## src/logic/iwd_consts.svh

```systemverilog
// constants of the i/o port watchdog: addresses, field positions, reset values, timing
`ifndef IWD_CONSTS_SVH
`define IWD_CONSTS_SVH

// ****************************************************************
// host i/o decode
// ****************************************************************
`define IWD_ADDR_W 16
`define IWD_CTRL_PORT 16'h0443
`define IWD_DATA_W 8

// ****************************************************************
// control port fields (write) and status fields (read)
// ****************************************************************
`define IWD_CTL_EN_BIT 0
`define IWD_STS_EN_BIT 0
`define IWD_STS_EXP_BIT 1
`define IWD_STS_MODE_BIT 2
`define IWD_RDATA_RST 8'h00

// ****************************************************************
// timing
// ****************************************************************
`define IWD_CLK_PERIOD_NS 50
`define IWD_TIMEOUT_MS 1600
`define IWD_TICK_NS 1000000
`define IWD_PRESCALE_CYC (`IWD_TICK_NS / `IWD_CLK_PERIOD_NS)
`define IWD_TIMEOUT_TICKS ((`IWD_TIMEOUT_MS * 1000000) / `IWD_TICK_NS)
`define IWD_RST_PULSE_CYC 16

`endif

```

## src/logic/iwd_pkg.sv

```systemverilog
// types shared by the i/o port watchdog modules
package iwd_pkg;

    // ****************************************************************
    // watchdog states
    // ****************************************************************
    typedef enum logic [1:0] {
        IWD_OFF,  // disabled, no timeout action
        IWD_RUN,  // counting toward expiry
        IWD_FIRE  // host reset pulse in progress
    } iwd_state_t;

endpackage : iwd_pkg

```

## src/logic/iwd_tick_if.sv

```systemverilog
// tick link between the prescaler and the watchdog core
`timescale 1ns/100ps
interface iwd_tick_if;
    logic ce;   // clock enable, freezes the prescaler while low
    logic clr;  // restart the prescaler phase
    logic tick; // one-cycle pulse per prescaler period

    modport src (input ce, input clr, output tick);
    modport dst (output ce, output clr, input tick);
endinterface : iwd_tick_if
```

## src/logic/iwd_core.sv

```systemverilog
// i/o port watchdog timer: control port decode, timeout counter and expiry action
`timescale 1ns/100ps
`include "iwd_consts.svh"

// Notes on behaviour
// (RQ1) enabled and counting straight out of reset
// (RQ2) reading the control port enables the watchdog
// (RQ3) writing one enables and restarts the interval
// (RQ4) no refresh within interval resets the host
// (RQ5) writing zero disables, no action until re-enabled; a zero written during the host reset pulse is ignored
// (RQ6) expiry action is host reset or interrupt
// (RQ7) actual interval may deviate thirty percent
// (RQ8) host software refreshes about once per second
// (RQ9) prescaled counter; parameter picks reset or interrupt
module iwd_core #(
    parameter int PRESCALE_CYC = `IWD_PRESCALE_CYC,
    parameter int TIMEOUT_TICKS = `IWD_TIMEOUT_TICKS,
    parameter int RST_PULSE_CYC = `IWD_RST_PULSE_CYC,
    parameter bit ACTION_IS_IRQ = 1'b0
) (
    input wire logic CLK_SYS,
    input wire logic ARST_N,
    input wire logic CE,
    input wire logic [`IWD_ADDR_W-1:0] IO_ADDR,
    input wire logic IO_RD,
    input wire logic IO_WR,
    input wire logic [`IWD_DATA_W-1:0] IO_WDATA,
    output logic [`IWD_DATA_W-1:0] IO_RDATA,
    output logic IO_RVALID,
    output logic HOST_RST_N,
    output logic HOST_IRQ
);
    // ****************************************************************
    // widths and elaboration checks
    // ****************************************************************
    localparam int TW = $clog2(TIMEOUT_TICKS + 1);
    localparam int PW = $clog2(RST_PULSE_CYC + 1);
    localparam logic [TW-1:0] T_LAST = TW'(TIMEOUT_TICKS - 1);
    localparam logic [PW-1:0] P_LAST = PW'(RST_PULSE_CYC - 1);

    if (TIMEOUT_TICKS < 2 || RST_PULSE_CYC < 1) begin : g_bad_par
        $error("timeout needs two ticks and reset pulse one cycle");
    end

    // ****************************************************************
    // declarations
    // ****************************************************************
    iwd_pkg::iwd_state_t st_r; // current watchdog state
    logic [TW-1:0] tcnt_r; // ticks elapsed in this interval
    logic [PW-1:0] pcnt_r; // cycles of the host reset pulse
    logic exp_r; // sticky: an expiry has happened
    logic first_r; // high only until the first edge after reset
    logic sel; // address hits the control port
    logic rd_hit; // qualified read of the control port
    logic wr_hit; // qualified write of the control port
    logic wr_one; // write that enables and refreshes
    logic wr_zero; // write that disables
    logic expire; // last tick of the interval while running
    logic [`IWD_DATA_W-1:0] sts; // status byte returned on read

    iwd_tick_if tk ();

    // ****************************************************************
    // host port decode
    // ****************************************************************
    // strobes are one-cycle pulses from logic on this clock
    assign sel = (IO_ADDR == `IWD_CTRL_PORT);
    assign rd_hit = CE && sel && IO_RD;
    assign wr_hit = CE && sel && IO_WR;
    // only bit zero matters, so stray upper bits never disable the timer
    assign wr_one = wr_hit && IO_WDATA[`IWD_CTL_EN_BIT];
    assign wr_zero = wr_hit && !IO_WDATA[`IWD_CTL_EN_BIT];

    // expiry only while running; a refresh in the same cycle wins
    assign expire = CE && (st_r == iwd_pkg::IWD_RUN) && tk.tick && (tcnt_r == T_LAST) && !wr_hit; // [RQ4]

    // status byte: enable, sticky expiry, selected action
    always_comb begin
        sts = '0;
        sts[`IWD_STS_EN_BIT] = (st_r != iwd_pkg::IWD_OFF);
        sts[`IWD_STS_EXP_BIT] = exp_r;
        sts[`IWD_STS_MODE_BIT] = ACTION_IS_IRQ;
    end

    // ****************************************************************
    // prescaler
    // ****************************************************************
    // a refresh or enable restarts the tick phase as well as the count
    assign tk.ce = CE;
    assign tk.clr = wr_one || (rd_hit && st_r == iwd_pkg::IWD_OFF) || (st_r != iwd_pkg::IWD_RUN); // [RQ3]

    iwd_prescaler #(
        .PRESCALE_CYC(PRESCALE_CYC)
    ) u_pre (
        .clk(CLK_SYS),
        .arst_n(ARST_N),
        .tk(tk)
    );

    // ****************************************************************
    // state machine
    // ****************************************************************
    // reset lands in run, so no software action is needed to arm it
    always_ff @(posedge CLK_SYS or negedge ARST_N) begin
        if (!ARST_N) begin
            st_r <= iwd_pkg::IWD_RUN; // [RQ1]
        end else if (CE) begin
            case (st_r)
                iwd_pkg::IWD_OFF: begin
                    if (wr_one || rd_hit) begin
                        st_r <= iwd_pkg::IWD_RUN; // [RQ2] [RQ3]
                    end
                end
                iwd_pkg::IWD_RUN: begin
                    if (wr_zero) begin
                        st_r <= iwd_pkg::IWD_OFF; // [RQ5]
                    end else if (expire && !ACTION_IS_IRQ) begin
                        st_r <= iwd_pkg::IWD_FIRE; // [RQ6]
                    end
                end
                iwd_pkg::IWD_FIRE: begin
                    // the pulse always finishes; host writes cannot cut it short
                    if (pcnt_r == P_LAST) begin
                        st_r <= iwd_pkg::IWD_RUN;
                    end
                end
                default: begin
                    st_r <= iwd_pkg::IWD_RUN;
                end
            endcase
        end
    end

    // ****************************************************************
    // interval counter
    // ****************************************************************
    // exact count; the loose tolerance lets the tick be coarse
    always_ff @(posedge CLK_SYS or negedge ARST_N) begin
        if (!ARST_N) begin
            tcnt_r <= '0;
        end else if (CE) begin
            if (wr_hit || st_r != iwd_pkg::IWD_RUN || expire) begin
                tcnt_r <= '0; // [RQ3]
            end else if (tk.tick) begin
                tcnt_r <= tcnt_r + 1'b1; // [RQ7] [RQ9]
            end
        end
    end

    // ****************************************************************
    // host reset pulse
    // ****************************************************************
    always_ff @(posedge CLK_SYS or negedge ARST_N) begin
        if (!ARST_N) begin
            pcnt_r <= '0;
            HOST_RST_N <= 1'b1;
        end else if (CE) begin
            if (expire && !ACTION_IS_IRQ) begin
                pcnt_r <= '0;
                HOST_RST_N <= 1'b0; // [RQ4] [RQ6]
            end else if (st_r == iwd_pkg::IWD_FIRE) begin
                pcnt_r <= pcnt_r + 1'b1;
                HOST_RST_N <= (pcnt_r == P_LAST);
            end else begin
                HOST_RST_N <= 1'b1;
            end
        end
    end

    // ****************************************************************
    // interrupt request and sticky expiry flag
    // ****************************************************************
    // any port access acknowledges; a new expiry in that cycle wins
    always_ff @(posedge CLK_SYS or negedge ARST_N) begin
        if (!ARST_N) begin
            HOST_IRQ <= 1'b0;
            exp_r <= 1'b0;
        end else if (CE) begin
            if (expire) begin
                HOST_IRQ <= ACTION_IS_IRQ; // [RQ6]
                exp_r <= 1'b1;
            end else if (wr_hit || rd_hit) begin
                HOST_IRQ <= 1'b0;
                exp_r <= 1'b0;
            end
        end
    end

    // ****************************************************************
    // read data
    // ****************************************************************
    // status is captured before the read's own enable takes effect
    always_ff @(posedge CLK_SYS or negedge ARST_N) begin
        if (!ARST_N) begin
            IO_RDATA <= `IWD_RDATA_RST;
            IO_RVALID <= 1'b0;
        end else if (CE) begin
            IO_RVALID <= rd_hit;
            if (rd_hit) begin
                IO_RDATA <= sts;
            end
        end
    end

    // ****************************************************************
    // assertion helpers
    // ****************************************************************
    always_ff @(posedge CLK_SYS or negedge ARST_N) begin
        if (!ARST_N) begin
            first_r <= 1'b1;
        end else begin
            first_r <= 1'b0;
        end
    end

    // cycles of the running interval, counted apart from the prescaler so the
    // tolerance check does not just restate the expiry decode
    localparam int NOM_CYC = PRESCALE_CYC * TIMEOUT_TICKS;
    localparam logic [31:0] LO_AGE = 32'(NOM_CYC * 7 / 10);
    localparam logic [31:0] HI_AGE = 32'(NOM_CYC * 13 / 10);
    logic [31:0] age_r; // enabled cycles since the interval restarted

    always_ff @(posedge CLK_SYS or negedge ARST_N) begin
        if (!ARST_N) begin
            age_r <= 32'h0000_0000;
        end else if (CE) begin
            if (wr_hit || st_r != iwd_pkg::IWD_RUN || expire) begin
                age_r <= 32'h0000_0000;
            end else begin
                age_r <= age_r + 32'h0000_0001;
            end
        end
    end
endmodule : iwd_core

```

## src/logic/iwd_prescaler.sv

```systemverilog
// prescaler that turns the system clock into a slow tick for the watchdog
`timescale 1ns/100ps
`include "iwd_consts.svh"
module iwd_prescaler #(
    parameter int PRESCALE_CYC = `IWD_PRESCALE_CYC
) (
    input wire logic clk,
    input wire logic arst_n,
    iwd_tick_if.src tk
);
    localparam int CW = (PRESCALE_CYC > 1) ? $clog2(PRESCALE_CYC) : 1;
    localparam logic [CW-1:0] LAST = CW'(PRESCALE_CYC - 1);

    // ****************************************************************
    // elaboration check
    // ****************************************************************
    if (PRESCALE_CYC < 1) begin : g_bad_pre
        $error("prescaler period must be at least one cycle");
    end

    logic [CW-1:0] cnt_r; // phase within one tick period

    // ****************************************************************
    // divider: clear restarts the phase so a refresh gets a full tick
    // ****************************************************************
    always_ff @(posedge clk or negedge arst_n) begin
        if (!arst_n) begin
            cnt_r <= '0;
            tk.tick <= 1'b0;
        end else if (tk.ce) begin
            if (tk.clr) begin
                cnt_r <= '0; // [RQ9]
                tk.tick <= 1'b0;
            end else if (cnt_r == LAST) begin
                cnt_r <= '0; // [RQ9]
                tk.tick <= 1'b1;
            end else begin
                cnt_r <= cnt_r + 1'b1;
                tk.tick <= 1'b0;
            end
        end
    end

endmodule : iwd_prescaler

```

## config.mk

```make
export PLATFORM = sky130hd
export DESIGN_NAME = iwd_core
export DESIGN_NICKNAME = d
export VERILOG_FILES = /design/src/logic/iwd_pkg.sv /design/src/logic/iwd_tick_if.sv /design/src/logic/iwd_core.sv /design/src/logic/iwd_prescaler.sv
export VERILOG_INCLUDE_DIRS = /design/src /design/src/logic
export SDC_FILE = /design/constraint.sdc
export NUM_CORES = 1
export LEC_CHECK = 0
export BUFFER_PORTS_ARGS = -buffer_cell sky130_fd_sc_hd__buf_2
export CAP_MARGIN = 10
export CORE_MARGIN = 3
export CORE_UTILIZATION = 50
export CTS_CLUSTER_SIZE = 14
export DETAILED_ROUTE_END_ITERATION = 10
export PLACE_DENSITY = 0.68
export SYNTH_ARGS = -nofsm -noshare
export SYNTH_HDL_FRONTEND = slang
export SYNTH_SLANG_ARGS = --single-unit
```

## constraint.sdc

```tcl
create_clock -name CLK_SYS -period 4.9 [get_ports CLK_SYS]
set_input_delay 0 -clock CLK_SYS [delete_from_list [all_inputs] [get_ports CLK_SYS]]
set_output_delay 0 -clock CLK_SYS [all_outputs]
set_load 0.02 [all_outputs]
```

# Word level (Yosys, flattened, before mapping)
# Index checks and enable logic that the tools add are counted.
# word_totals
ff_bits,40
latch_bits,0
ram_bits,0
rom_bits,0
input_bits,29
memories,0
# op_classes
addsub,3
multipliers,0
n_div,0
n_lt_le_gt_ge,0
eq_ne,10
shifts,0
n_mux,18
n_bitwise,0
reduce_logical,28
# ops
cell,count
2-to-1 mux 15 bit,2
2-to-1 mux 11 bit,2
"equality test 16 x 11 -> 1 bit, second input constant",1
"adder 15 x 1 -> 15 bit, second input constant",1
"equality test 15 bit, second input constant",1
"adder 11 x 1 -> 11 bit, second input constant",1
"equality test 11 bit, second input constant",1
logical AND 1 bit,10
2-to-1 mux 5 bit,2
2-to-1 mux 2 bit,4
AND reduction 2 bit,4
nonzero test 2 bit,4
2-to-1 mux 1 bit,7
logical OR 1 bit,6
case mux 2 bit (3 select lines),1
"adder 5 x 1 -> 5 bit, second input constant",1
"equality test 5 x 4 -> 1 bit, second input constant",1
"inequality test 2 x 1 -> 1 bit, second input constant",2
AND reduction 4 bit,1
"inequality test 3 bit, second input constant",1
"equality test 2 x 1 -> 1 bit, second input constant",1
"equality test 2 bit, second input constant",1
logical NOT 1 bit,2
logical NOT 2 bit,1
"inequality test 2 bit, second input constant",1

# Depth between registers and ports, before layout
# Gate-level depths: netlist of run 1.
# logic_depth
ltp_word,8
ltp_mapped,7
mapped_depth_nobuf,7

# Cells and area by module
# A second synthesis of run 1 with hierarchy kept.
# unflattened
hier_cells,246
area_unflattened_um2,2324.7
# by_module_without_submodules
mod,instances,cells_per_inst,area_per_inst_um2
iwd_core,1,155,1418.9
iwd_prescaler,1,91,905.9

# Worst setup path after synthesis of run 1
# Ideal clock, no wire load.
# synth_timing
kind,register to register
startpoint,register st_r[0]
endpoint,register pcnt_r[0]
setup_time_ps,137
t_arrival_ps,1759
t_required_ps,4763
setup_slack_ps,3003
path_stages_with_launch,7
n_path_buf,2
period_less_slack_ps,1897
path_cell_list,dfstp_2 buf_6 nand3b_1 or4_1 buf_6 nor2_1 o21ai_0
# synth_between
elab_chain_cells,7
# synth_lines
element,line,rtl
"start, declared",iwd_core.sv:48,iwd_pkg::iwd_state_t st_r;
"start signal, assigned",iwd_core.sv:106,st_r <= iwd_pkg::IWD_RUN;
"start signal, assigned",iwd_core.sv:111,st_r <= iwd_pkg::IWD_RUN;
"start signal, assigned",iwd_core.sv:116,st_r <= iwd_pkg::IWD_OFF;
equality test 2 x 1 -> 1 bit,iwd_core.sv:75,assign expire = CE && (st_r == iwd_pkg::IWD_RUN) && tk.tick && (tcnt_r == T_LAST) && !wr_hit;
logical AND 1 bit (4 in series),iwd_core.sv:75,
nonzero test 2 bit (no line),n/a,
AND reduction 2 bit (no line),n/a,
"end signal, assigned",iwd_core.sv:162,pcnt_r <= pcnt_r + 1'b1;
"end, declared",iwd_core.sv:50,logic [PW-1:0] pcnt_r;
# Parallel ways exist; a longest one is shown, timed or not.
# A chain may end at the register's enable or synchronous reset.

# Final worst setup path of run 1
# Ends and elaborated chain as after synthesis.

==> run metrics, run 1 <==
Worst Skew=around 4.3 ps; Clock Path Buffers=2; num ports=40; vias in the first global route=1916; antenna violations before repair=0; PwrDens=223 nW/µm²; Synth Cell Area=2380 µm²; wire per inst=15.3 µm; post_cts resized=0; PortBufs=25; CTS root buf=clkbuf_8; crit end category=flop; synthesized instance count=248; total global routing overflow=0; Synth-to-Final Area Change=8.06%; setup TNS=0 ps; RSZ-0062 raised after global routing=false; main flop type after synthesis=dfrtp_1; CP Data Required Time=5050 ps; peak supply drop=0.168 mV; full die area=5620 µm²; global-route wire length before repair=between 8000 and 9000 µm; share of cells above drive strength 1=16.2%; final hold viol count=0; met3 Usage GRT=under 10%; Setup violations, final=0; crit-path cells=nand3b_1, or4_1, nor2_1, o21ai_0; worst relative slew slack=approximately two fifths; initial core utilization=53.1%; Tmin final=2280 ps; fin. max-slew vios=0; site row count=24; vias=roughly 2000; Yosys warning count=0; Synth Register Bits=39; Seq/Total Area, Yosys=approximately two fifths; RePlAce Congestion=0.807; Die Span X=between 70 and 80 µm; Worst-path clk slew=70 ps; Die Height=74.9 µm; crit path max-delay cell type=or4_1; Worst Setup Start Kind=flop; worst-path fanout max=10; syn avg cell area=9.58 µm²; DRC Markers=0; Final Cycle Share=between 40% and 50%; CTS Buf Count=5; fmax=439 MHz; final WL=4940 µm; max_cap viols=0; CP top delay family=simple AND/OR/NAND/NOR gates; DRT iter0 DRCs=139; critical path arrival=2430 ps; H-Tree Depth=2; Core Box Area=around 4500 µm²; NumNets Final=~300; Worst Path Buf+Inv=0; CTS tree=built; Tightest Pin Transition=879 ps; ANT cells=0; Final ANT Viol Nets=0; synth unique cells=52; EDFF count, synth=0; DR vias/cell=between 6 and 7; DRT Pass-1 Iters=4; Hold Path Class=primary input to flop; smallest hold slack=roughly 29 ps; ys async rst share=100%; run status=complete, no violations; Detailed Place HPWL=3500 µm; largest net degree at the start of global routing=40; GRT met2 Usage=31.6%; type of the worst setup path=flop to flop; total track usage=20.0%; clk sinks=39; largest stage delay on the critical path=730 ps; Most Used Layer, Global Route=met2; worst skew pair latency=roughly 290 ps; GRT met1 Usage=27.2%; Leak Pwr=1.09 nW
-- timing repair --
item                                   4_1_cts  5_1_grt
endpoints found under the hold margin       37        0
setup buffers                                0        0
hold buffers                                 1        0
-- cells by family (layout without fill, tap and decap cells) --
| family | Yosys count | count (layout) | synth area share (%) |
|---|---|---|---|
| and+or+nand+nor | 111 | 111 | 28.0 |
| AOI/OAI and AO/OA | 57 | 57 | 18.2 |
| DFF | 39 | 39 | 41.2 |
| buffers and inverters | 25 | 42 | 6.16 |
| xor gates and xnor gates | 8 | 8 | 2.95 |
| adders and majority gates | 4 | 4 | 2.11 |
| muxes | 3 | 3 | 1.32 |
| other | 1 | 7 | 0.158 |
-- path summary, 6_finish.rpt --
check / from / endpoint / slack, ps / depth (start not counted)
max in group asynchronous: ARST_N / pcnt_r[0]$_DFFE_PN0P_ / 3990 / 2
min in group asynchronous: ARST_N / tcnt_r[5]$_DFFE_PN0P_ / 360 / 2
min: IO_WDATA[0] / st_r[0]$_DFFE_PN1P_ / 30 / 3
max: st_r[0]$_DFFE_PN1P_ / pcnt_r[0]$_DFFE_PN0P_ / 2620 / 4
min reg2reg: HOST_RST_N$_DFFE_PN1P_ / HOST_RST_N$_DFFE_PN1P_ / 490 / 2
max reg2reg: st_r[0]$_DFFE_PN1P_ / pcnt_r[0]$_DFFE_PN0P_ / 2620 / 4
-- sequential cells by signal, indices dropped and copies added (netlist names) --
register       cells
u_pre.cnt_r       15
tcnt_r            11
pcnt_r             5
IO_RDATA           2
st_r               2
HOST_RST_N         1
IO_RVALID          1
exp_r              1
u_pre.tk.tick      1
-- cell usage in the layout, fill, tap and decap left out, types with 3 or more instances in the layout --
cell / netlist / final
a21o_1: 4 / 4
a21oi_1: 5 / 5
a22o_1: 6 / 6
a31oi_1: 3 / 3
a32o_1: 3 / 3
and3_1: 6 / 6
buf_2: 2 / 25
clkbuf_8: 0 / 5
conb_1: 1 / 7
dfrtp_1: 37 / 37
ha_1: 4 / 4
inv_1: 8 / 8
nand2_1: 16 / 16
nand2b_1: 4 / 4
nand3_1: 16 / 16
nand3b_1: 3 / 3
nand4_1: 7 / 7
nor2_1: 16 / 16
nor3_1: 8 / 8
nor3b_1: 6 / 6
nor4_1: 7 / 7
nor4b_1: 5 / 5
o21a_1: 5 / 5
o21ai_0: 7 / 7
o22ai_1: 5 / 5
o2bb2ai_1: 3 / 3
o311ai_0: 5 / 5
o31ai_1: 6 / 6
xnor2_1: 4 / 4
xor2_1: 4 / 4
-- through the flow --
| step | power (mW) | std cells | area (µm²) | util (%) | worst slack (ps) |
|---|---|---|---|---|---|
| final | 0.573 | 323 | 2570 | 57.4 | 2620 |
| after global routing | 0.596 | 323 | 2570 | 57.4 | 2480 |
| after CTS | 0.581 | 323 | 2570 | 57.4 | 2610 |
| after detailed placement | 0.367 | 314 | 2470 | 55.3 | 2630 |
| after global placement | 0.366 | 314 | 2470 | 55.3 | 2630 |
| after floorplan | 0.351 | 254 | 2400 | - | 3000 |
-- cell usage after synthesis (all sizes together) (2+ instances only) --
| master | n | area, µm² |
|---|---|---|
| inv | 8 | 30.0 |
| a22o | 6 | 52.6 |
| nand2b | 4 | 25.0 |
| and3 | 8 | 52.6 |
| buf | 12 | 96.3 |
| o21a | 5 | 37.5 |
| a21o | 4 | 30.0 |
| nor4 | 9 | 86.3 |
| o311ai | 5 | 43.8 |
| nor2b | 2 | 12.5 |
| xor2 | 4 | 35.0 |
| nor4b | 5 | 43.8 |
| o31ai | 6 | 45.0 |
| o21ai | 7 | 35.0 |
| a31oi | 4 | 40.0 |
| nand3 | 16 | 80.1 |
| nand2 | 16 | 60.1 |
| a32o | 3 | 30.0 |
| nand3b | 3 | 22.5 |
| dfstp | 2 | 52.6 |
| nor2 | 16 | 60.1 |
| clkbuf | 5 | 20.0 |
| xnor2 | 4 | 35.0 |
| ha | 4 | 50.1 |
| o22ai | 5 | 31.3 |
| a41oi | 2 | 17.5 |
| o2bb2ai | 3 | 26.3 |
| or4 | 2 | 15.0 |
| dfrtp | 37 | 926 |
| nor3b | 6 | 45.0 |
| nand4 | 7 | 43.8 |
| a21oi | 5 | 25.0 |
| mux2i | 2 | 20.0 |
| or2 | 2 | 12.5 |
| nor3 | 8 | 40.0 |
-- worst reg2reg max path: cells and delay by family (launching register included) --
family | cells | cell delay [ps]
flip-flops | 1 | 630
AO/OA/AOI/OAI | 1 | 180
AND/OR/NAND/NOR | 3 | 1340
-- report_power, final --
part / internal (mW) / switching, mW / leakage [nW] / total [mW]
combinational: 0.0115 / 0.0264 / 0.509 / 0.0379
clock: 0.0994 / 0.112 / 0.0412 / 0.212
sequential: 0.323 / 0.000231 / 0.538 / 0.323
-- cell type report --
| type | instances | area (µm²) |
|---|---|---|
| timing repair buffer | 26 | 135 |
| clock inverter | 2 | 12.5 |
| clock buffer | 6 | 72.6 |
| sequential | 39 | 978 |
| multi-input combinational | 190 | 1270 |
| inverter | 8 | 30.0 |
| tap | 52 | 65.1 |
| fill | 399 | 1910 |
-- layer usage --
metal,vias up,routed length (µm)
met1,949,2340
li1,978,-
met4,0,79
met5,-,0
met3,9,300
met2,60,2220
(Power assumes the default switching activity.)
==> run 2, diff against run 1 <==
--- a/config.mk
+++ b/config.mk
@@ -12,7 +12,7 @@
 export CORE_UTILIZATION = 50
 export CTS_CLUSTER_SIZE = 14
 export DETAILED_ROUTE_END_ITERATION = 10
-export PLACE_DENSITY = 0.68
+export PLACE_DENSITY = 0.71
 export SYNTH_ARGS = -nofsm -noshare
 export SYNTH_HDL_FRONTEND = slang
 export SYNTH_SLANG_ARGS = --single-unit
==> constraint.sdc (replaced) <==
create_clock -name CLK_SYS -period 2 [get_ports CLK_SYS]
set_input_delay 0 -clock CLK_SYS [delete_from_list [all_inputs] [get_ports CLK_SYS]]
set_output_delay 0 -clock CLK_SYS [all_outputs]
set_load 0.02 [all_outputs]
==> run 2 against run 1 <==
Net effect:
- via count up 1.3%
- register-to-register slack worse by 2500 ps
- power up 140%
- critical path type unchanged
- highest routed layer unchanged
- non-clock buffer count up 21
- setup slack worse by 2500 ps
- sequential share of layout area down 2.2 points
- first-iteration DRC count down 12%
- clock power up 140%
- critical path depth up 3
==> run metrics, run 2 (synthesis gave the netlist of run 1 again) <==
Synth-to-Final Area Change=14.7%; vias in the first global route=1796; Die Span X=74.9 µm; worst slack at placement=105 ps; worst-path fanout max=10; WHS Path Cells=3; PwrDens=approximately 510 nW/µm²; fin. max-slew vios=0; CP Data Required Time=2230 ps; Tmin final=1860 ps; initial core utilization=a little over half; total track usage=about 19%; Setup violations, final=0; total global routing overflow=0; R2R cell count=7; number of flip-flops in the largest register=15; r2r setup slk=around 140 ps; peak supply drop=0.348 mV; final WL=4900 µm; Crit Reg-Reg Endpoint=u_pre.cnt_r[9]$_DFFE_PN0P_; clk sinks=39; H-Tree Depth=2; RePlAce Congestion=0.868; ANT cells=0; placed cell area=2630 µm²; DR vias/cell=5.88; Setup Fix Bufs, Post-CTS=0; RR Startpoint=u_pre.cnt_r[0]$_DFFE_PN0P_; Final Cycle Share=between 90 and 100%; Core Box Area=roughly 4500 µm²; run status=complete, no violations; site row count=24; worst skew pair latency=290 ps; fmax=538 MHz; critical path arrival=2090 ps; share of cells above drive strength 1=22.3%; Clk pwr share=36.7%; Final Cell Area=approximately 2700 µm²; Hold Path Class=primary input to flop; Die Height=74.9 µm; DRT iter0 DRCs=123; DRC Markers=0; CTS Buf Count=5; sw frac=23.8%; type of the worst setup path=flop to flop; NumNets Final=324; Hold EP=st_r[0]$_DFFE_PN1P_; Comb pwr share=6.8%; DRT Pass-1 Iters=4; most common cell after layout, fill and taps aside=dfrtp_1; Tightest Pin Transition=855 ps; Hold Path Origin=IO_WDATA[0]; RSZ-0062 raised after global routing=false; wire per inst=14.2 µm; Clock Path Buffers=2; Worst-path clk slew=80 ps; CTS tree=built; Detailed Place HPWL=3610 µm; final hold viol count=0; PortBufs=25; num ports=40; largest registers=u_pre.cnt_r (15), tcnt_r (11), pcnt_r (5); Leak Pwr=~1.2 nW; Worst Setup Start Kind=flop; global-route wire length before repair=8300 µm; CTS root buf=clkbuf_8; setup TNS=0 ps; setup slack after layout=~140 ps; antenna violations before repair=0; worst relative slew slack=43.0%; Largest Register=u_pre.cnt_r; full die area=between 5000 and 6000 µm²; largest net degree at the start of global routing=40; sequential power share=56.5%; Pint=1.07 mW; Worst Skew=6.21 ps; Net Sw Power=approximately 330 µW; Final ANT Viol Nets=0; crit end category=flop; max_cap viols=0; most frequent cells in the layout=dfrtp_1, buf_2, buf_4; vias=around 2000
==> run 2: per-layer routing <==
layer	up-vias	track usage [%]	wire, µm
met4	0	6.13	44
met5	-	0	0
met1	940	26.1	2350
li1	1022	-	-
met3	4	4.27	232
met2	56	30.9	2270
==> run 2: worst max-delay path by stage <==
stage,startpoint,cells after the start,to,slack [ps]
after floorplan,st_r[0]$_DFFE_PN1P_,6,pcnt_r[0]$_DFFE_PN0P_,100
after global placement,st_r[0]$_DFFE_PN1P_,5,tcnt_r[6]$_DFFE_PN0P_,130
after detailed placement,u_pre.cnt_r[0]$_DFFE_PN0P_,7,u_pre.cnt_r[6]$_DFFE_PN0P_,100
after CTS,u_pre.cnt_r[0]$_DFFE_PN0P_,7,u_pre.cnt_r[6]$_DFFE_PN0P_,70
after global routing,u_pre.cnt_r[0]$_DFFE_PN0P_,7,u_pre.cnt_r[6]$_DFFE_PN0P_,8
final,u_pre.cnt_r[0]$_DFFE_PN0P_,7,u_pre.cnt_r[9]$_DFFE_PN0P_,140
==> run 2: what timing repair did <==
action / in CTS / in global routing
gates resized for setup: 0 / 3
hold endpoints to repair: 37 / 0
hold buffers: 1 / 0
setup endpoints to repair: 0 / 3
==> run 2: layout make-up <==
class | count | area, µm²
Fill cell | 392 | 1750
Sequential cell | 39 | 978
Clock buffer | 7 | 76.3
Timing Repair Buffer | 47 | 293
Multi-Input combinational cell | 190 | 1280
Inverter | 8 | 30.0
Clock inverter | 1 | 5.00
Tap cell | 52 | 65.1
==> run 2: per-stage QoR <==
step,hold slack [ps],power (mW),utilization (%),cells
final,40.8,1.40,60.9,344
after global routing,73.9,1.46,60.9,344
after CTS,31.9,1.42,60.8,344
after detailed placement,174,0.901,58.8,335
after global placement,166,0.900,58.8,335
after floorplan,-296,0.859,-,254
==> run 2: worst max-delay path, stage by stage, from the launching register on <==
cell and delay, ps:
dfrtp_1 420, ha_1 260, and4_1 230, nand4_1 130
nand2b_1 90, buf_4 170, o311ai_0 330, o21a_1 170
==> run 2: power by group through the flow <==
| stage | sequential, mW | combinational (mW) | clock [mW] |
|---|---|---|---|
| 3_3_place_gp | 0.806 | 0.0932 | 0 |
| 6_report | 0.791 | 0.0949 | 0.514 |
| 4_1_cts | 0.791 | 0.0960 | 0.534 |
| 2_1_floorplan | 0.809 | 0.0505 | 0 |
| 5_1_grt | 0.791 | 0.107 | 0.558 |
| 3_5_place_dp | 0.806 | 0.0945 | 0 |
==> run 3, diff against run 2 <==
--- a/config.mk
+++ b/config.mk
@@ -12,6 +12,8 @@
 export CORE_UTILIZATION = 50
 export CTS_CLUSTER_SIZE = 14
 export DETAILED_ROUTE_END_ITERATION = 10
+export GPL_TIMING_DRIVEN = 0
+export MAX_ROUTING_LAYER = met4
 export PLACE_DENSITY = 0.71
 export SYNTH_ARGS = -nofsm -noshare
 export SYNTH_HDL_FRONTEND = slang
==> run 3 against run 2 <==
Net effect:
- wire length rose by 8.0%
- clock-buffer cell count fell by 1
- critical endpoint is now tcnt_r[6]$_DFFE_PN0P_
- utilization fell by 0.20 points
- non-clock buffer count fell by 3
- worst hold slack got worse by 18 ps
- via count rose by 0.54%
- sequential share of layout area rose by 0.12 points
- global-route usage rose by 2.3 points
- highest routed layer unchanged
- cell area fell by 0.32%
- flip-flop and latch count did not move
- setup slack got worse by 41 ps
==> run metrics, run 3 (synthesis gave the netlist of run 1 again) <==
run status=complete, no violations; sequential standard cell area=around 1000 µm²; Multi-input gate area=1290 µm²; DRT iter0 DRCs=around 160; CTS root buf=clkbuf_8; largest registers=u_pre.cnt_r (15), tcnt_r (11), pcnt_r (5); Core Box Area=about 4500 µm²; ANT cells=0; site row count=24; Worst Path Buf+Inv=2; fin. max-slew vios=0; post-layout instance count excluding filler cells=approximately 340; crit path max-delay cell type=dfstp_2; PortBufs=25; critical path arrival=2080 ps; Die Span X=74.9 µm; crit-path cells=buf_6, nand3b_1, or4_1, buf_6, a41oi_1, o31ai_1; CP Data Required Time=2180 ps; H-Tree Depth=2; setup TNS=0 ps; final WL=5290 µm; most common cell after layout, fill and taps aside=dfrtp_1; num ports=40; Synth-to-Final Area Change=14.3%; PwrDens=525 nW/µm²; crit end category=flop; fillcell total=400; Final ANT Viol Nets=0; largest net degree at the start of global routing=40; Hold Path Class=primary input to flop; total global routing overflow=0; worst skew pair latency=300 ps; worst-path fanout max=10; max_cap viols=0; Setup violations, final=0; Detailed Place HPWL=3710 µm; initial core utilization=53.1%; CTS Buf Count=5; total track usage=between 20% and 30%; Tightest Pin Transition=895 ps; DR vias/cell=5.96; antenna violations before repair=0; RePlAce Congestion=around 0.85; largest stage delay on the critical path=about 530 ps; vias in the first global route=1860; full die area=between 5000 and 6000 µm²; DRC Markers=0; DRT Pass-1 Iters=4; NumNets Final=between 300 and 400; peak supply drop=0.349 mV; Largest Register=u_pre.cnt_r; r2r setup slk=100 ps; fmax=527 MHz; wire per inst=15.5 µm; CTS tree=built; global-route wire length before repair=8940 µm; Die Height=74.9 µm; number of flip-flops in the largest register=15; Leak Pwr=1.17 nW; Worst Setup Start Kind=flop; Clock Path Buffers=2; Cell Count Post-Placement=about 330; Final Cycle Share=95.0%; worst relative slew slack=40.3%; Tmin final=1900 ps; most frequent cells in the layout=dfrtp_1, buf_2, nand2_1; CP top delay family=simple AND/OR/NAND/NOR gates; RSZ-0062 raised after global routing=false; share of cells above drive strength 1=between 20% and 30%; vias=2033; Worst-path clk slew=80 ps; final hold viol count=0; Critical Path Most Common Cell=buf_6; type of the worst setup path=flop to flop; clk sinks=39; Worst Skew=10.4 ps
==> run 3: cell types whose count changed in the layout (fill, tap and decap cells not counted), moves of 2 or more <==
cell,previous run,this run
buf_6,0,3
buf_2,25,27
buf_4,21,8
clkbuf_1,2,4
==> run 3: final cells by class <==
cell class	count	area share, %
Timing Repair Buffer	27	5.25
Clock buffer	6	2.67
Buffer	17	4.42
Tap cell	52	2.40
Inverter	8	1.11
Clock inverter	2	0.461
Multi-Input combinational cell	190	47.7
Sequential cell	39	36.0
==> run 3: timing repair <==
item | 4_1_cts | 5_1_grt
hold buffers | 1 | 0
pin swaps | 0 | 1
gates resized for setup | 5 | 6
hold endpoints to repair | 37 | 0
setup endpoints to repair | 14 | 9
setup buffers | 0 | 1
==> run 3: path summary, 6_finish.rpt <==
path                                        startpoint                     endpoint  depth (start not counted)
worst max register to register     st_r[0]$_DFFE_PN1P_        tcnt_r[6]$_DFFE_PN0P_                          6
max in group asynchronous                       ARST_N        tcnt_r[9]$_DFFE_PN0P_                          2
worst min register to register  HOST_RST_N$_DFFE_PN1P_       HOST_RST_N$_DFFE_PN1P_                          2
worst min-delay path                       IO_WDATA[0]          st_r[0]$_DFFE_PN1P_                          3
min in group asynchronous                       ARST_N  u_pre.cnt_r[13]$_DFFE_PN0P_                          2
worst max-delay path               st_r[0]$_DFFE_PN1P_        tcnt_r[6]$_DFFE_PN0P_                          6
==> run 3: worst min-delay path: cells and delay by family <==
kind / cells / cell delay (ps)
muxes: 1 / 140
buffers and inverters: 1 / 110
AOI/OAI and AO/OA: 1 / 80
==> run 3: per-stage QoR <==
| step | total power, mW | hold WS, ps | instance area (µm²) | setup WS, ps | utilization [%] |
|---|---|---|---|---|---|
| finish | 1.43 | 23.3 | 2720 | 101 | 60.7 |
| global route | 1.49 | 55.0 | 2720 | 6.57 | 60.7 |
| detailed placement | 0.913 | 182 | 2590 | -163 | 57.9 |
| floorplan | 0.859 | -296 | 2400 | 103 | - |
| CTS | 1.44 | 20.2 | 2700 | 17.5 | 60.3 |
| global placement | 0.911 | 174 | 2590 | -152 | 57.9 |
==> run 3: power by group <==
part           switching (mW)  internal, mW
Clock                   0.284         0.244
Sequential           0.000597         0.791
Combinational          0.0686        0.0391
==> run 3: routing by layer <==
metal	GRT usage [%]	up-vias	wire, µm
met5	-	-	0
met4	5.73	0	55
met3	7.08	7	315
met2	31.2	63	2400
met1	29.3	953	2520
li1	-	1010	-
